[src/design/boot_cfg_consts.svh]
// Offsets, field positions, reset values and timing counts of the loader
`ifndef BOOT_CFG_CONSTS_SVH
`define BOOT_CFG_CONSTS_SVH

`define OFF_CTRL        8'h00
`define OFF_RATE        8'h04
`define OFF_STATUS      8'h08
`define OFF_IRQ_STAT    8'h0c
`define OFF_IRQ_MASK    8'h10
`define OFF_BIT_COUNT   8'h14

`define CTRL_RELOAD_BIT 0
`define CTRL_IMGSEL_BIT 1

`define EV_DONE_BIT     0
`define EV_FAIL_BIT     1
`define EV_RESTART_BIT  2

`define MODE_SERIAL     3'b000
`define MODE_SPI        3'b110
`define MODE_PAR_UP     3'b010
`define MODE_PAR_DOWN   3'b011

`define PAR_BOTTOM_ADDR 25'h000_0000
`define PAR_TOP_ADDR    25'h1ff_ffff
`define SPI_READ_CMD    8'h03
`define SPI_START_ADDR  24'h00_0000
`define SPI_CMD_BITS    6'd32
`define SYNC_BITS       32'd32

`define CLK_KHZ         100000
`define CONFIG_SERIAL_CLOCK_KHZ        1500
`define CONFIG_SERIAL_CLOCK_DIV        8'((`CLK_KHZ + `CONFIG_SERIAL_CLOCK_KHZ - 1) / `CONFIG_SERIAL_CLOCK_KHZ)
`define RATE_MIN        8'h02
`define SETTLE_CYCLES   2'h3

`define RESP_OKAY       2'b00
`define RESP_SLVERR     2'b10

`endif

[src/design/boot_cfg_pkg.sv]
// Types of the configuration loader
package boot_cfg_pkg;

  typedef enum logic [4:0] {
    ST_SAMPLE = 5'b00001,
    ST_SPICMD = 5'b00010,
    ST_LOAD   = 5'b00100,
    ST_DONE   = 5'b01000,
    ST_FAIL   = 5'b10000
  } state_e;

  typedef enum logic [2:0] {
    SRC_SERIAL   = 3'h0,
    SRC_SPI      = 3'h1,
    SRC_PAR_UP   = 3'h2,
    SRC_PAR_DOWN = 3'h3,
    SRC_JTAG     = 3'h4
  } src_e;

  typedef struct packed {
    logic        awvalid;
    logic [7:0]  awaddr;
    logic        wvalid;
    logic [31:0] wdata;
    logic [3:0]  wstrb;
    logic        bready;
    logic        arvalid;
    logic [7:0]  araddr;
    logic        rready;
  } axi_req_s;

  typedef struct packed {
    logic        awready;
    logic        wready;
    logic        bvalid;
    logic [1:0]  bresp;
    logic        arready;
    logic        rvalid;
    logic [31:0] rdata;
    logic [1:0]  rresp;
  } axi_rsp_s;

  typedef struct packed {
    state_e      st;
    src_e        src;
    logic [1:0]  settle;
    logic [2:0]  modeCode;
    logic        reload;
    logic        imgSel;
    logic [7:0]  rate;
    logic [7:0]  divCnt;
    logic        config_serial_clock;
    logic [24:0] addr;
    logic [31:0] spiCmd;
    logic [5:0]  spiCnt;
    logic        spiCsN;
    logic [31:0] shift;
    logic [31:0] bitCnt;
    logic        done;
    logic        tckPrev;
    logic        btnPrev;
    logic [2:0]  irqStat;
    logic [2:0]  irqMask;
    logic        awHeld;
    logic [7:0]  awAddr;
    logic        wHeld;
    logic [31:0] wData;
    logic [3:0]  wStrb;
    logic        bvalid;
    logic [1:0]  bresp;
    logic        rvalid;
    logic [31:0] rdata;
    logic [1:0]  rresp;
  } state_s;

endpackage

[src/design/sync_2ff.sv]
// Two-stage synchroniser for a bus of independent levels
`timescale 1ns/10ps
module sync_2ff #(
  parameter int WIDTH = 1
) (
  input  wire logic             ref_clk,
  input  wire logic             arst_n,
  input  wire logic [WIDTH-1:0] asyncIn,
  output logic      [WIDTH-1:0] syncOut
);

  typedef struct packed {
    logic [WIDTH-1:0] s1;
    logic [WIDTH-1:0] s2;
  } sync_s;

  sync_s q;
  sync_s d;

  always_comb begin
    d.s1 = asyncIn;
    d.s2 = q.s1;
  end

  always_ff @(posedge ref_clk or negedge arst_n) begin
    if (!arst_n) begin
      q <= '0;
    end else begin
      q <= d;
    end
  end

  assign syncOut = q.s2;

endmodule // sync_2ff

[src/design/fpga_boot_mode_select.sv]
// Configuration loader: boot source select, image load, restart and done
// Functional notes
// The boot code is taken from the three select pins at power-up and on every restart.
// A fitted jumper grounds its select pin, giving a zero.
// Code 0:0:0 loads serially from the configuration PROM with the device making the clock.
// Code 1:1:0 loads from the serial-peripheral flash, read from address zero.
// Code 0:1:0 reads the parallel flash upward from address zero.
// Code 0:1:1 reads the parallel flash downward from 0x1FF_FFFF.
// The helper logic drives flash address bits 24 to 20; this block drives only the low ones.
// A host JTAG download is accepted; it shares code 0:1:0 with the upward parallel mode. The code accepts it under any code once the pins have been sampled.
// Pressing and releasing the restart button restarts loading from the selected source.
// The done output is high only after a successful load.
// Software can reload either of two images from the parallel flash.
// The host JTAG path also programs the PROM and the helper logic.
// The two flashes are programmed by other means than the JTAG path.
// The configuration clock is divided down and starts at its slowest rate, near 1.5 MHz; the code starts at divide by 67, not the slowest, 255.
// A JTAG download is clocked by the JTAG test clock, not the configuration clock.
// A select pin with no jumper is pulled to one.
// Done stays low from any restart until the new image has loaded.
`timescale 1ns/10ps
`include "boot_cfg_consts.svh"
module fpga_boot_mode_select #(
  parameter logic [31:0] IMAGE_BITS  = 32'd2_097_152,
  parameter logic [31:0] SYNC_WORD   = 32'h5a3c_c35a,
  parameter logic [24:0] IMAGE1_BASE = 25'h080_0000
) (
  input  wire logic                   ref_clk,
  input  wire logic                   arst_n,
  input  wire boot_cfg_pkg::axi_req_s axiReq,
  output boot_cfg_pkg::axi_rsp_s      axiRsp,
  input  wire logic                   bootSelBit0,
  input  wire logic                   bootSelBit1,
  input  wire logic                   bootSelBit2,
  input  wire logic                   configRestartButton,
  input  wire logic                   serialData,
  input  wire logic                   spiMiso,
  input  wire logic [7:0]             flashData,
  input  wire logic                   jtagTck,
  input  wire logic                   jtagTdi,
  output logic                        configSerialClock,
  output logic                        spiSelect_n,
  output logic                        spiMosi,
  output logic      [19:0]            flashAddrLow,
  output logic                        configDone,
  output logic                        irq
);
  import boot_cfg_pkg::*;

  localparam state_s RST = '{
    st:      ST_SAMPLE,
    src:     SRC_SERIAL,
    rate:    `CONFIG_SERIAL_CLOCK_DIV,
    spiCsN:  1'b1,
    default: '0
  };

  logic [15:0] rawIn;
  logic [15:0] syncIn;
  logic [2:0]  modePins;
  logic        btn;
  logic        serIn;
  logic        miso;
  logic [7:0]  flashByte;
  logic        tck;
  logic        tdi;
  logic        awRdy;
  logic        wRdy;
  logic        arRdy;
  state_s      q;
  state_s      d;

  assign rawIn = {bootSelBit2, bootSelBit1, bootSelBit0, configRestartButton,
                  serialData, spiMiso, flashData, jtagTck, jtagTdi};

  sync_2ff #(
    .WIDTH(16)
  ) uSync (
    .ref_clk(ref_clk),
    .arst_n (arst_n),
    .asyncIn(rawIn),
    .syncOut(syncIn)
  );

  assign modePins  = syncIn[15:13];
  assign btn       = syncIn[12];
  assign serIn     = syncIn[11];
  assign miso      = syncIn[10];
  assign flashByte = syncIn[9:2];
  assign tck       = syncIn[1];
  assign tdi       = syncIn[0];

  assign awRdy = !q.awHeld && !q.bvalid;
  assign wRdy  = !q.wHeld && !q.bvalid;
  assign arRdy = !q.rvalid;

  always_comb begin
    logic        tick;
    logic        fall;
    logic        take;
    logic        wide;
    logic [7:0]  inByte;
    logic [31:0] shNew;
    logic [31:0] cntNew;
    logic [2:0]  ev;
    logic        rdClr;
    logic        reloadWr;
    logic        tckRise;
    logic        release_;
    tick     = 1'b0;
    fall     = 1'b0;
    take     = 1'b0;
    wide     = 1'b0;
    inByte   = 8'h00;
    shNew    = 32'h0000_0000;
    cntNew   = 32'h0000_0000;
    ev       = 3'b000;
    rdClr    = 1'b0;
    reloadWr = 1'b0;
    d        = q;

    // Edge detection on synchronised pins
    tckRise   = tck && !q.tckPrev;
    release_  = q.btnPrev && !btn;
    d.tckPrev = tck;
    d.btnPrev = btn;

    // Register bus, write side
    if (q.bvalid && axiReq.bready) begin
      d.bvalid = 1'b0;
    end
    if (awRdy && axiReq.awvalid) begin
      d.awHeld = 1'b1;
      d.awAddr = axiReq.awaddr;
    end
    if (wRdy && axiReq.wvalid) begin
      d.wHeld = 1'b1;
      d.wData = axiReq.wdata;
      d.wStrb = axiReq.wstrb;
    end
    if (d.awHeld && d.wHeld) begin
      d.awHeld = 1'b0;
      d.wHeld  = 1'b0;
      d.bvalid = 1'b1;
      d.bresp  = `RESP_OKAY;
      case (d.awAddr)
        `OFF_CTRL: begin
          if (d.wStrb[0]) begin
            reloadWr = d.wData[`CTRL_RELOAD_BIT];
            d.imgSel = d.wData[`CTRL_IMGSEL_BIT];
          end
        end
        `OFF_RATE: begin
          if (d.wStrb[0]) begin
            d.rate = (d.wData[7:0] < `RATE_MIN) ? `RATE_MIN : d.wData[7:0];
          end
        end
        `OFF_IRQ_MASK: begin
          if (d.wStrb[0]) begin
            d.irqMask = d.wData[2:0];
          end
        end
        `OFF_STATUS, `OFF_IRQ_STAT, `OFF_BIT_COUNT: begin
          d.bresp = `RESP_OKAY;
        end
        default: begin
          d.bresp = `RESP_SLVERR;
        end
      endcase
    end

    // Register bus, read side
    if (q.rvalid && axiReq.rready) begin
      d.rvalid = 1'b0;
    end
    if (arRdy && axiReq.arvalid) begin
      d.rvalid = 1'b1;
      d.rresp  = `RESP_OKAY;
      case (axiReq.araddr)
        `OFF_CTRL:      d.rdata = {30'h0, q.imgSel, 1'b0};
        `OFF_RATE:      d.rdata = {24'h0, q.rate};
        `OFF_STATUS:    d.rdata = {20'h0, q.src, q.st, q.done, q.modeCode};
        `OFF_IRQ_MASK:  d.rdata = {29'h0, q.irqMask};
        `OFF_BIT_COUNT: d.rdata = q.bitCnt;
        `OFF_IRQ_STAT: begin
          d.rdata = {29'h0, q.irqStat};
          rdClr   = 1'b1;
        end
        default: begin
          d.rdata = 32'h0000_0000;
          d.rresp = `RESP_SLVERR;
        end
      endcase
    end

    // Configuration clock divider, divide by 67 (near 1.5 MHz) out of reset
    if ((q.st == ST_SPICMD || q.st == ST_LOAD) && q.src != SRC_JTAG) begin
      if (q.divCnt >= q.rate - 8'd1) begin
        d.divCnt = 8'h00;
        tick     = 1'b1;
      end else begin
        d.divCnt = q.divCnt + 8'd1;
      end
      fall   = (d.divCnt == (q.rate >> 1));
      d.config_serial_clock = (d.divCnt < (q.rate >> 1));
    end else begin
      d.divCnt = 8'h00;
      d.config_serial_clock   = 1'b0;
    end

    unique case (q.st)
      ST_SAMPLE: begin
        d.bitCnt = 32'h0000_0000;
        d.shift  = 32'h0000_0000;
        d.spiCnt = 6'h00;
        d.done   = 1'b0;
        if (q.settle != `SETTLE_CYCLES) begin
          d.settle = q.settle + 2'd1;
        end else begin
          d.modeCode = modePins;
          d.reload   = 1'b0;
          if (q.reload) begin
            d.src  = SRC_PAR_UP;
            d.addr = q.imgSel ? IMAGE1_BASE : `PAR_BOTTOM_ADDR;
            d.st   = ST_LOAD;
          end else begin
            case (modePins)
              `MODE_SERIAL: begin
                d.src = SRC_SERIAL;
                d.st  = ST_LOAD;
              end
              `MODE_SPI: begin
                d.src    = SRC_SPI;
                d.spiCmd = {`SPI_READ_CMD, `SPI_START_ADDR};
                d.st     = ST_SPICMD;
              end
              `MODE_PAR_UP: begin
                d.src  = SRC_PAR_UP;
                d.addr = `PAR_BOTTOM_ADDR;
                d.st   = ST_LOAD;
              end
              `MODE_PAR_DOWN: begin
                d.src  = SRC_PAR_DOWN;
                d.addr = `PAR_TOP_ADDR;
                d.st   = ST_LOAD;
              end
              default: begin
                d.st                = ST_FAIL;
                ev[`EV_FAIL_BIT]    = 1'b1;
              end
            endcase
          end
        end
      end
      ST_SPICMD: begin
        if (fall) begin
          d.spiCmd = {q.spiCmd[30:0], 1'b0};
          d.spiCnt = q.spiCnt + 6'd1;
          if (q.spiCnt == `SPI_CMD_BITS - 6'd1) begin
            d.st = ST_LOAD;
          end
        end
      end
      ST_LOAD: begin
        unique case (q.src)
          SRC_SERIAL: begin
            take   = tick;
            inByte = {7'h00, serIn};
          end
          SRC_SPI: begin
            take   = tick;
            inByte = {7'h00, miso};
          end
          SRC_PAR_UP, SRC_PAR_DOWN: begin
            take   = tick;
            wide   = 1'b1;
            inByte = flashByte;
          end
          SRC_JTAG: begin
            take   = tckRise;
            inByte = {7'h00, tdi};
          end
        endcase
        if (take) begin
          if (q.src == SRC_PAR_UP) begin
            d.addr = q.addr + 25'd1;
          end else if (q.src == SRC_PAR_DOWN) begin
            d.addr = q.addr - 25'd1;
          end
          shNew    = wide ? {q.shift[23:0], inByte} : {q.shift[30:0], inByte[0]};
          cntNew   = q.bitCnt + (wide ? 32'd8 : 32'd1);
          d.shift  = shNew;
          d.bitCnt = cntNew;
          if (cntNew == `SYNC_BITS && shNew != SYNC_WORD) begin
            d.st             = ST_FAIL;
            ev[`EV_FAIL_BIT] = 1'b1;
          end else if (cntNew >= IMAGE_BITS) begin
            d.st             = ST_DONE;
            d.done           = 1'b1;
            ev[`EV_DONE_BIT] = 1'b1;
          end
        end
      end
      ST_DONE, ST_FAIL: begin
        d.divCnt = 8'h00;
      end
    endcase

    // Host download takes over the link
    if (tckRise && q.src != SRC_JTAG && q.st != ST_SAMPLE) begin
      d.src    = SRC_JTAG;
      d.st     = ST_LOAD;
      // The takeover edge carries the first bit of the download
      d.bitCnt = 32'h0000_0001;
      d.shift  = {31'h0000_0000, tdi};
      d.done   = 1'b0;
    end

    // Button release or software reload restarts loading
    if (release_ || reloadWr) begin
      d.st                = ST_SAMPLE;
      d.settle            = 2'h0;
      d.reload            = reloadWr;
      d.done              = 1'b0;
      ev[`EV_RESTART_BIT] = 1'b1;
    end

    d.spiCsN  = !((d.st == ST_SPICMD || d.st == ST_LOAD) && d.src == SRC_SPI);
    // Set wins over a clearing read
    d.irqStat = (q.irqStat & ~{3{rdClr}}) | ev;
  end

  always_ff @(posedge ref_clk or negedge arst_n) begin
    if (!arst_n) begin
      q <= RST;
    end else begin
      q <= d;
    end
  end

  assign axiRsp.awready = awRdy;
  assign axiRsp.wready  = wRdy;
  assign axiRsp.bvalid  = q.bvalid;
  assign axiRsp.bresp   = q.bresp;
  assign axiRsp.arready = arRdy;
  assign axiRsp.rvalid  = q.rvalid;
  assign axiRsp.rdata   = q.rdata;
  assign axiRsp.rresp   = q.rresp;

  assign configSerialClock = q.config_serial_clock;
  assign spiSelect_n       = q.spiCsN;
  assign spiMosi           = q.spiCmd[31];
  assign flashAddrLow      = q.addr[19:0];
  assign configDone        = q.done;
  assign irq               = |(q.irqStat & q.irqMask);

endmodule // fpga_boot_mode_select

[config.mk]
export PLATFORM = sky130hd
export DESIGN_NAME = fpga_boot_mode_select
export DESIGN_NICKNAME = d
export VERILOG_FILES = /design/src/design/boot_cfg_pkg.sv /design/src/design/sync_2ff.sv /design/src/design/fpga_boot_mode_select.sv
export VERILOG_INCLUDE_DIRS = /design/src /design/src/design
export SDC_FILE = /design/constraint.sdc
export NUM_CORES = 1
export LEC_CHECK = 0
export BUFFER_PORTS_ARGS = -buffer_cell sky130_fd_sc_hd__buf_2
export CORE_MARGIN = 4
export CORE_UTILIZATION = 53
export DETAILED_ROUTE_END_ITERATION = 12
export PLACE_DENSITY = 0.76
export SYNTH_ARGS = -nofsm -noshare
export SYNTH_HDL_FRONTEND = slang
export SYNTH_SLANG_ARGS = --single-unit
[constraint.sdc]
create_clock -name ref_clk -period 4.4 [get_ports ref_clk]
set_input_delay 0.66 -clock ref_clk [delete_from_list [all_inputs] [get_ports ref_clk]]
set_output_delay 0.66 -clock ref_clk [all_outputs]
set_load 0.01 [all_outputs]
# Word-level counts from Yosys, hierarchy flattened
# Index checks and enable logic that the tools add are counted.
# totals
inputBits	75
register_bits	284
# classes
n_eq_ne	44
n_mux	77
n_bitwise	5
n_reduce_logical	56
n_addsub	7
magnitude_cmp	4
# op_table
cell	count
$pmux 32 s6	1
$mux 64	2
$pmux 64 s2	1
$mux 25	4
$pmux 25 s2	2
$mux 32	3
$pmux 38 s2	1
$mux 8	8
$mux 57	1
$mux 38	1
$mux 37	1
$mux 35	1
$add 32x4->32	1
$eq 32x6->1 const B	1
$eq 8x4->1 const B	4
$eq 8x5->1 const B	4
$ge 32x22->1 const B	1
$ne 32x31->1 const B	1
$pmux 8 s4	1
$mux 5	6
$mux 1	27
$mux 9	3
$add 25x1->25 const B	1
$sub 25x1->25 const B	1
other kinds (53)	116

# Logic depth before layout (Yosys ltp)
# Gate-level depths: netlist of run 1.
# logic_depth
word_depth	17
mapped_depth	21

# Hierarchy
# From an unflattened synthesis of run 1, not the netlist that was laid out.
# unflattened
hier_cells	1344
hier_area_um2	12615.8
# modules_own_cells
module	instances	area_per_inst_um2	cells_per_inst	seq_area_each_um2
fpga_boot_mode_select	1	11815.1	1312	4860.9
sync_2ff	1	800.8	32	800.8

# Worst setup path before layout of run 1
# No wires, ideal clock.
# synth_path
path_kind	register to register
start	reg q[247] in the netlist's numbering
end	reg q, in the netlist spiSelect_n
n_path_buf	4
period_less_slack_ps	4366
slack_ps	34
path_stages_with_launch	16
t_arrival_ps	4272
path_cell_list	dfrtp_1 -> clkbuf_1 -> nor2b_1 -> clkbuf_1 -> buf_1 -> ha_1 -> a31o_2 -> nand2_1 -> clkbuf_1 -> nor3_1 -> mux2_1 -> o21a_1 -> nor4_2 -> o31a_1 -> mux2i_1 -> or4_1
# synth_lines
element	line_no	text
start, declared	fpga_boot_mode_select.sv:69	state_s q;
start signal, assigned	fpga_boot_mode_select.sv:334	q <= RST;
start signal, assigned	fpga_boot_mode_select.sv:336	q <= d;

==> impl_metrics.py, run 1 <==
metrics = {
    "setup_path": {
        "crit_path_end_kind": "register",
        "crit_required_ns": 4.83,
        "startpoint_type": "register",
        "r2r_cells": 17,
        "cp.arrival_ns": 4.50,
        "cp_max_fo": 16,
        "timing_worst_setup_path_type": "reg -> reg",
    },
    "global_routing": {
        "grt_overflow": 0,
        "antenna_found_initial": 0,
        "grt_max_degree": 105,
        "grt_use_total_pct": 21.3,
        "grt_pass1_wl_mm": 46.8,
        "grt_pass1_vias": 9490,
    },
    "sta": {
        "fmax_mhz": 246,
        "worst_slack_ns": 0.330,
        "fin_skew_ns": 0.0144,
        "hold_viol": 0,
        "drv_slew": 0,
        "relSlewSlack_pct": 32.8,
        "setup-violations-final": 0,
        "fin_setup_tns_ns": 0,
        "grt_setup_unrepaired": "no",
        "fin_crit_sh_pct": 92.5,
        "tightestPinTransition_ns": 0.999,
        "period_needed_ns": 4.07,
    },
    "clocking": {
        "cts_made_buffers": 24,
        "hold_buffers": 0,
        "clock_latency_ns": 0.51,
        "htreeDepth": 1,
        "cts_buffer_depth": 3,
        "cts_root_buf": "clkbuf_16",
        "clkSinkCount": 226,
        "cts_tree": "yes",
        "clkTransAtPathRegs_ns": 0.06,
    },
    "die": {
        "die_width_microns": 160,
        "core_sq_mm": 0.0226,
        "dieArea_sq_mm": 0.0255,
        "io_pins": 141,
        "start_util_pct": 53.9,
        "dieHeight_microns": 160,
        "fp-row-count": 55,
    },
    "yosys": {
        "synth-seq-cells": 226,
        "netlist_area_sq_mm": 0.0122,
        "synth_top_cell_area_share_pct": 45.3,
        "synth_top_family_by_area": "simple AND/OR/NAND/NOR gates",
        "ys.warnings.count": 0,
        "synth_area_leaders": "dfrtp_1 (45%), nand2_1 (5.3%), o21ai_0 (4.8%)",
        "async_reset_ff_share_pct": 100,
        "synth_ff_type": "dfrtp_1",
        "yosysSeqAreaShare_pct": 46.4,
        "synth-simple-area-share_pct": 19.2,
        "synth-adder-area-share_pct": 4.26,
        "synth_mux_area_share_pct": 5.58,
        "synth_edf_count": 0,
        "ys_types": 76,
        "synth-compound-area-share_pct": 14.2,
        "synthCells": 1311,
        "yosys.area.top_type": "dfrtp_1",
        "synth_xor_area_share_pct": 3.30,
        "postSynthAreaPerCell_sq_um": 9.31,
    },
    "route": {
        "drt_iter0_markers": 622,
        "via_per_inst": 5.83,
        "drt-wirelength-per-cell_microns": 16.8,
        "vias": 9594,
        "drc": 0,
        "drtPass1Iterations": 5,
        "ant_nets": 0,
        "drt-total-wl_mm": 27.7,
    },
    "cells_and_area": {
        "postLayoutCellArea_sq_mm": 0.0134,
        "utilization_pct": 59.4,
        "layout-drive-gt1-share_pct": 15.9,
        "final_common_cell": "dfrtp_1",
        "antenna_cells": 0,
        "syn2layout_area_growth_pct": 10.1,
        "finish.net_count": 1461,
        "layout_common_cells": "dfrtp_1 (221), nand2_1 (171), o21ai_0 (115)",
    },
    "placed_design": {
        "place_ws_ns": 0.153,
        "finalWeightedCongestion": 0.917,
        "port_buffers": 111,
        "hpwl_mm": 19.3,
        "place_area_sq_mm": 0.0126,
    },
    "min_path": {
        "holdCritPathClass": "in -> async",
    },
    "pwr": {
        "leakage_uw": 0.00615,
        "ir_worst_vdd_uv": 395,
        "total_power_uw": 7010,
        "power.density_mw_per_mm2": 522,
    },
    "job": {
        "drv_cap": 0,
    },
    "run_status": {
        "outcome": "finished clean",
    },
}
-- synth_stat cells, types with 10 or more instances --
master	number
a211oi_1	10
a21o_1	13
a21oi_1	55
a31oi_1	11
and3_1	10
buf_4	61
clkbuf_1	51
dfrtp_1	221
ha_1	40
inv_1	36
mux2_2	14
mux2i_1	49
nand2_1	171
nand3_1	53
nand4_1	19
nor2_1	113
nor3_1	35
o21ai_0	116
o31ai_1	16
xnor2_1	30
xor2_1	16
-- cell type report --
type,count,area (sq um)
multi-input combinational,923,5730
tap,285,357
clock inverter,9,105
clock buffer,32,682
inverter,37,139
sequential,226,5660
timing repair buffer,133,768
fill,1945,9200
-- where the power goes --
part           internal, uW  switching (uW)
logic                   992            1380
registers              2380             259
clock network          1200             796
total                  4570            2440
-- path summary, 6_finish.rpt --
kind                                      start  slack, ns                    endpoint
min                                      arst_n       0.15      axiRsp[16]$_DFFE_PN0P_
max reg2reg                  q[230]$_DFFE_PN1P_       0.33       spiSelect_n$_DFF_PN1_
min in group ref_clk               flashData[1]       0.25        uSync.d[3]$_DFF_PN0_
max in group asynchronous                arst_n       3.26          q[231]$_DFFE_PN1P_
min reg2reg                uSync.d[2]$_DFF_PN0_       0.35  uSync.syncOut[2]$_DFF_PN0_
max                          q[230]$_DFFE_PN1P_       0.33       spiSelect_n$_DFF_PN1_
-- sequential cells by signal, indices dropped and copies added (netlist names) --
register / cells
axiRsp: 36
uSync.d: 16
uSync.syncOut: 16
spiMosi: 1
configDone: 1
configSerialClock: 1
spiSelect_n: 1
flashAddrLow: 20
q: 134
-- metal layers --
layer / global-route usage [%] / wire length (microns)
met3: 3.25 / 1200
met4: 6.65 / 866
met5: 0 / 0
met2: 36.5 / 13500
met1: 28.2 / 12200
-- kinds of logic (layout without fill, tap and decap cells) --
group                    after synthesis  count (layout)
AND/OR/NAND/NOR                      488             488
AO/OA/AOI/OAI                        281             281
flip-flops                           226             226
buffers and inverters                163             211
multiplexers                          65              65
XOR/XNOR                              46              46
adder cells (fa/ha/maj)               41              41
other                                  1               2
-- critical path, cell delays in order, from the launching register on --
cell	delay [ns]
dfstp_2	0.39
nor3_2	0.25
nand2_1	0.12
nor2_1	0.12
xnor2_1	0.14
ha_1	0.27
a211o_1	0.30
a21o_1	0.18
a21o_2	0.30
nand2b_1	0.20
ha_1	0.28
nand4_1	0.09
nor2_1	0.17
nand3b_1	0.09
o21ai_1	0.17
o21ai_0	0.13
a31o_2	0.27
or4_1	0.51
-- repair_timing --
action | CTS | global route
setup endpoints to repair | 0 | 2
resized for setup | 0 | 4
buffers inserted | 0 | 0
-- stage by stage --
step           hold WS (ns)  instances
2_1_floorplan         0.331       1312
3_3_place_gp          0.334       1604
3_5_place_dp          0.336       1604
4_1_cts               0.214       1645
5_1_grt               0.238       1645
6_report              0.155       1645
(Power assumes the default switching activity.)
==> run 2, diff against run 1 <==
--- a/config.mk
+++ b/config.mk
@@ -6,11 +6,13 @@
 export SDC_FILE = /design/constraint.sdc
 export NUM_CORES = 1
 export LEC_CHECK = 0
-export BUFFER_PORTS_ARGS = -buffer_cell sky130_fd_sc_hd__buf_2
+export BUFFER_PORTS_ARGS = -buffer_cell sky130_fd_sc_hd__buf_4
+export CELL_PAD_IN_SITES_DETAIL_PLACEMENT = 0
+export CELL_PAD_IN_SITES_GLOBAL_PLACEMENT = 1
 export CORE_MARGIN = 4
-export CORE_UTILIZATION = 53
+export CORE_UTILIZATION = 41
 export DETAILED_ROUTE_END_ITERATION = 12
-export PLACE_DENSITY = 0.76
+export PLACE_DENSITY_LB_ADDON = 0.1
 export SYNTH_ARGS = -nofsm -noshare
 export SYNTH_HDL_FRONTEND = slang
 export SYNTH_SLANG_ARGS = --single-unit
==> run 2 against run 1 <==
Net effect:
- flip-flop and latch count unchanged
- die area rose by 28%
- via count is 1.8% lower
- final cell count grew 6.7%
- wire length increased by 10%
- critical path depth stayed put
- sequential share of layout area decreased by 1.6 points
- register-to-register slack hardly changed
- largest cell class unchanged
- fmax decreased by 0.23%
- final area up 4.0%
==> impl_metrics.py, run 2 (synthesized netlist as in run 1, its figures left out) <==
metrics = {
    "sta": {
        "grt_setup_unrepaired": "no",
        "tightestPinTransition_ns": 1.17,
        "fin_crit_sh_pct": 92.7,
        "hold_viol": 0,
        "fin_setup_tns_ns": 0,
        "hold_ws_ns": 0.0943,
        "relSlewSlack_pct": 21.0,
        "fmax_mhz": 245,
        "period_needed_ns": 4.08,
        "drv_slew": 0,
        "setup-violations-final": 0,
        "fin_skew_ns": 0.0217,
    },
    "global_routing": {
        "grt_overflow": 0,
        "antenna_found_initial": 0,
        "grt_pass1_wl_mm": 50.9,
        "grt_pass1_vias": 9485,
        "grt_use_total_pct": 18.5,
        "grt_max_degree": 86,
    },
    "pwr": {
        "p_seq_share_pct": 35.9,
        "leakage_uw": 0.00628,
        "switchingPower_uw": 2520,
        "p_int_uw": 4810,
        "ir_worst_vdd_uv": 349,
        "power.density_mw_per_mm2": 524,
        "pwr-share-clk_pct": 30.2,
        "combPwrFrac_pct": 33.9,
        "p_sw_share_pct": 34.4,
    },
    "cells_and_area": {
        "layout_common_cells": "dfrtp_1 (221), nand2_1 (171), buf_4 (135)",
        "largest_reg_flops": 134,
        "top_register": "q",
        "antenna_cells": 0,
        "final_common_cell": "dfrtp_1",
        "utilization_pct": 48.2,
        "syn2layout_area_growth_pct": 14.5,
        "stdcell_count": 1755,
        "postLayoutCellArea_sq_mm": 0.0140,
        "finish.net_count": 1470,
        "layout-drive-gt1-share_pct": 16.4,
    },
    "run_status": {
        "outcome": "finished clean",
    },
    "route": {
        "via_per_inst": 5.37,
        "drt-total-wl_mm": 30.5,
        "drtPass1Iterations": 5,
        "vias": 9423,
        "ant_nets": 0,
        "drt-wirelength-per-cell_microns": 17.4,
        "drt_iter0_markers": 501,
        "drc": 0,
    },
    "setup_path": {
        "timing_worst_setup_path_type": "reg -> reg",
        "crit_path_end_kind": "register",
        "cp.arrival_ns": 4.51,
        "cp_max_fo": 10,
        "crit_required_ns": 4.83,
        "startpoint_type": "register",
    },
    "clocking": {
        "cts_root_buf": "clkbuf_16",
        "post_cts_resized": 0,
        "clkSinkCount": 226,
        "hold_buffers": 0,
        "cts_made_buffers": 27,
        "clkTransAtPathRegs_ns": 0.06,
        "clock_latency_ns": 0.53,
        "cts_buffer_depth": 3,
        "cts_tree": "yes",
        "htreeDepth": 1,
        "cts_setup_buffers": 0,
    },
    "die": {
        "dieArea_sq_mm": 0.0326,
        "start_util_pct": 42.1,
        "io_pins": 141,
        "fp-row-count": 62,
        "die_width_microns": 181,
        "dieHeight_microns": 181,
        "core_sq_mm": 0.0290,
    },
    "job": {
        "drv_cap": 0,
    },
    "placed_design": {
        "finalWeightedCongestion": 0.830,
        "port_buffers": 111,
        "dp_cells": 1709,
        "place_area_sq_mm": 0.0131,
        "hpwl_mm": 21.2,
    },
    "min_path": {
        "holdCritPathClass": "in -> async",
    },
}
-- run 2: cell count changes in the layout (fill, tap and decap cells not counted), moves of 2 or more --
cell       delta
clkinv_4      -2
clkbuf_1      +4
clkinv_2      -3
clkbuf_8      +4
buf_4       +116
clkbuf_16     +2
buf_2       -110
-- run 2: final timing paths --
check | endpoint | cells after the start | slack, ns | startpoint
setup / recovery | spiSelect_n$_DFF_PN1_ | 17 | 0.32 | q[231]$_DFFE_PN1P_
hold / removal | axiRsp[17]$_DFFE_PN0P_ | 1 | 0.09 | arst_n
setup reg to reg | spiSelect_n$_DFF_PN1_ | 17 | 0.32 | q[231]$_DFFE_PN1P_
hold reg to reg | uSync.syncOut[3]$_DFF_PN0_ | 0 | 0.35 | uSync.d[3]$_DFF_PN0_
max in group asynchronous | q[248]$_DFF_PN1_ | 2 | 3.34 | arst_n
min in group ref_clk | uSync.d[12]$_DFF_PN0_ | 1 | 0.25 | configRestartButton
-- run 2: metal layers --
metal | vias to the layer above | share of wire [%] | routed length, microns | track usage (%)
met3 | 34 | 3.7 | 1120 | 2.83
met4 | 0 | 1.5 | 444 | 3.39
met1 | 4565 | 48 | 14600 | 26.1
met2 | 152 | 47 | 14400 | 30.5
li1 | 4672 | - | - | -
met5 | - | 0 | 0 | 0
-- run 2: power groups by stage --
stage,sequential [uW],combinational [uW],clock (uW)
floorplan,2580,1920,0
global placement,2660,2480,0
detailed placement,2670,2490,0
CTS,2640,2510,2280
global route,2680,2810,2360
finish,2630,2480,2220
-- run 2: layout make-up --
type,instances,area [sq um]
timing repair buffer,139,1090
sequential,226,5660
clock buffer,42,802
fill,2828,15000
clock inverter,4,72.6
inverter,37,139
tap,384,480
multi-input combinational,923,5740
-- run 2: stage by stage --
stage | setup slack [ns] | total power, uW
floorplan | 0.0342 | 4500
global placement | 0.192 | 5140
detailed placement | 0.165 | 5160
CTS | 0.123 | 7420
global route | 0.00377 | 7850
finish | 0.320 | 7330
-- run 2: worst max-delay path, stage by stage (launching register included) --
cell,delay [ns]
dfstp_2,0.59
inv_1,0.08
ha_1,0.21
xnor2_1,0.13
ha_1,0.29
a21oi_1,0.13
o21ai_0,0.11
a21o_1,0.21
a21o_1,0.26
nand2b_1,0.22
ha_1,0.29
nand4_1,0.11
nor2_2,0.17
nand3b_1,0.09
o21ai_1,0.18
o21ai_0,0.11
a31o_2,0.27
or4_1,0.53
==> run 3, diff against run 2 <==
--- a/config.mk
+++ b/config.mk
@@ -6,7 +6,7 @@
 export SDC_FILE = /design/constraint.sdc
 export NUM_CORES = 1
 export LEC_CHECK = 0
-export BUFFER_PORTS_ARGS = -buffer_cell sky130_fd_sc_hd__buf_4
+export BUFFER_PORTS_ARGS = -buffer_cell sky130_fd_sc_hd__clkbuf_2
 export CELL_PAD_IN_SITES_DETAIL_PLACEMENT = 0
 export CELL_PAD_IN_SITES_GLOBAL_PLACEMENT = 1
 export CORE_MARGIN = 4
==> run 3 against run 2 <==
Net effect:
- count of clock-buffer cells in the layout fell by 12
- register-to-register slack about the same
- final cell count is 0.40% higher
- clock skew fell by 0.0080 ns
- combinational power is 2% lower
- first-iteration DRC count is 18% higher
- global-route usage is essentially flat
- total power is 2.2% higher
- non-clock buffer count is 5 higher
- clock power increased by 9%
- largest power group unchanged
==> impl_metrics.py, run 3 (synthesized netlist as in run 1, its figures left out) <==
metrics = {
    "run_status": {
        "outcome": "finished clean",
    },
    "route": {
        "via_per_inst": 5.35,
        "drt_iter0_markers": 592,
        "drc": 0,
        "vias": 9426,
        "ant_nets": 0,
        "drtPass1Iterations": 5,
        "drt-total-wl_mm": 30.2,
        "drt-wirelength-per-cell_microns": 17.1,
    },
    "cells_and_area": {
        "layout_common_cells": "dfrtp_1 (221), nand2_1 (171), o21ai_0 (115)",
        "syn2layout_area_growth_pct": 13.4,
        "largest_reg_flops": 134,
        "finish.net_count": 1475,
        "antenna_cells": 0,
        "layout-drive-gt1-share_pct": 17.4,
        "top_register": "q",
        "postLayoutCellArea_sq_mm": 0.0138,
        "stdcell_count": 1762,
        "final_common_cell": "dfrtp_1",
    },
    "global_routing": {
        "use_met2_pct": 30.6,
        "grt_use_met1_pct": 25.5,
        "grt_use_total_pct": 18.4,
        "antenna_found_initial": 0,
        "grt_overflow": 0,
        "grt_pass1_wl_mm": 50.4,
        "grt_pass1_vias": 9385,
        "busiest_layer": "met2",
        "grt_use_met3_pct": 2.75,
        "grt_max_degree": 114,
    },
    "sta": {
        "drv_slew": 0,
        "fmax_mhz": 245,
        "relSlewSlack_pct": 37.5,
        "period_needed_ns": 4.08,
        "grt_setup_unrepaired": "no",
        "fin_skew_ns": 0.0136,
        "tightestPinTransition_ns": 0.938,
        "fin_setup_tns_ns": 0,
        "setup-violations-final": 0,
        "hold_viol": 0,
        "fin_crit_sh_pct": 92.8,
        "worst_slack_ns": 0.318,
    },
    "placed_design": {
        "port_buffers": 111,
        "dp_cells": 1714,
        "place_area_sq_mm": 0.0129,
        "finalWeightedCongestion": 0.831,
        "hpwl_mm": 21.3,
        "place_ws_ns": 0.114,
    },
    "setup_path": {
        "timing_worst_setup_path_type": "reg -> reg",
        "r2r_cells": 17,
        "cp.arrival_ns": 4.52,
        "cp_max_fo": 12,
        "crit_required_ns": 4.84,
        "startpoint_type": "register",
        "crit_path_end_kind": "register",
    },
    "pwr": {
        "power.density_mw_per_mm2": 541,
        "total_power_uw": 7490,
        "combPwrFrac_pct": 32.6,
        "p_sw_share_pct": 34.2,
        "p_int_uw": 4940,
        "p_seq_share_pct": 35.1,
        "pwr-share-clk_pct": 32.3,
        "leakage_uw": 0.00628,
        "switchingPower_uw": 2560,
        "ir_worst_vdd_uv": 383,
    },
    "clocking": {
        "clkTransAtPathRegs_ns": 0.06,
        "cts_root_buf": "clkbuf_16",
        "clock_latency_ns": 0.54,
        "cts_tree": "yes",
        "post_cts_resized": 0,
        "htreeDepth": 1,
        "cts_buffer_depth": 3,
        "cts_made_buffers": 27,
        "hold_buffers": 0,
        "cts_setup_buffers": 0,
        "clkSinkCount": 226,
    },
    "job": {
        "drv_cap": 0,
    },
    "die": {
        "io_pins": 141,
        "core_sq_mm": 0.0290,
        "die_width_microns": 181,
        "fp-row-count": 62,
        "dieArea_sq_mm": 0.0326,
        "start_util_pct": 42.1,
        "dieHeight_microns": 181,
    },
    "min_path": {
        "holdCritPathClass": "in -> async",
    },
}
## run 3: cell count changes in the layout (fill, tap and decap cells not counted), moves of 2 or more
cell,previous run,this run
clkbuf_8,7,3
clkbuf_2,0,110
buf_4,135,29
clkinv_4,0,2
clkbuf_1,8,0
clkinv_2,1,9
bufinv_16,2,6
## run 3: per-layer routing
layer / wire (microns) / vias to the layer above
met5: 0 / -
met1: 14200 / 4530
met4: 727 / 0
met2: 14100 / 164
met3: 1180 / 49
li1: - / 4683
## run 3: power by group through the flow
stage          Clock (uW)  Combinational (uW)  Sequential [uW]
2_1_floorplan           0                1920             2580
3_3_place_gp            0                2460             2660
3_5_place_dp            0                2460             2670
4_1_cts              2490                2480             2630
5_1_grt              2570                2770             2670
6_report             2420                2440             2630
## run 3: stage by stage
| step | hold slack, ns | util, % |
|---|---|---|
| 4_1_cts | 0.198 | 47.7 |
| 2_1_floorplan | 0.331 | - |
| 5_1_grt | 0.207 | 47.7 |
| 3_3_place_gp | 0.333 | 44.3 |
| 3_5_place_dp | 0.335 | 44.3 |
| 6_report | 0.193 | 47.7 |
## run 3: final timing paths
kind,start,end,slack (ns)
worst max-delay path,q[231]$_DFFE_PN1P_,spiSelect_n$_DFF_PN1_,0.32
worst min-delay path,arst_n,axiRsp[18]$_DFFE_PN0P_,0.19
worst max register to register,q[231]$_DFFE_PN1P_,spiSelect_n$_DFF_PN1_,0.32
worst min register to register,uSync.d[8]$_DFF_PN0_,uSync.syncOut[8]$_DFF_PN0_,0.35
max in group asynchronous,arst_n,q[236]$_DFFE_PN1P_,3.25
min in group ref_clk,bootSelBit0,uSync.d[13]$_DFF_PN0_,0.23
## run 3: worst max-delay path, stage by stage, from the launching register on
cell	delay, ns
dfstp_2	0.59
inv_1	0.08
ha_1	0.21
xnor2_1	0.14
ha_1	0.29
a21oi_1	0.14
o21ai_0	0.10
a21o_1	0.20
a21o_2	0.27
nand2b_1	0.19
ha_1	0.27
nand4_1	0.16
nor2_4	0.15
nand3b_1	0.09
o21ai_1	0.16
o21ai_0	0.14
a31o_2	0.28
or4_1	0.52
## run 3: final cells by class
cell class,count,area [sq um]
sequential,226,5660
fill,2802,15200
clock inverter,18,250
tap,384,480
inverter,37,139
clock buffer,30,717
multi-input combinational,923,5740
timing repair buffer,144,863
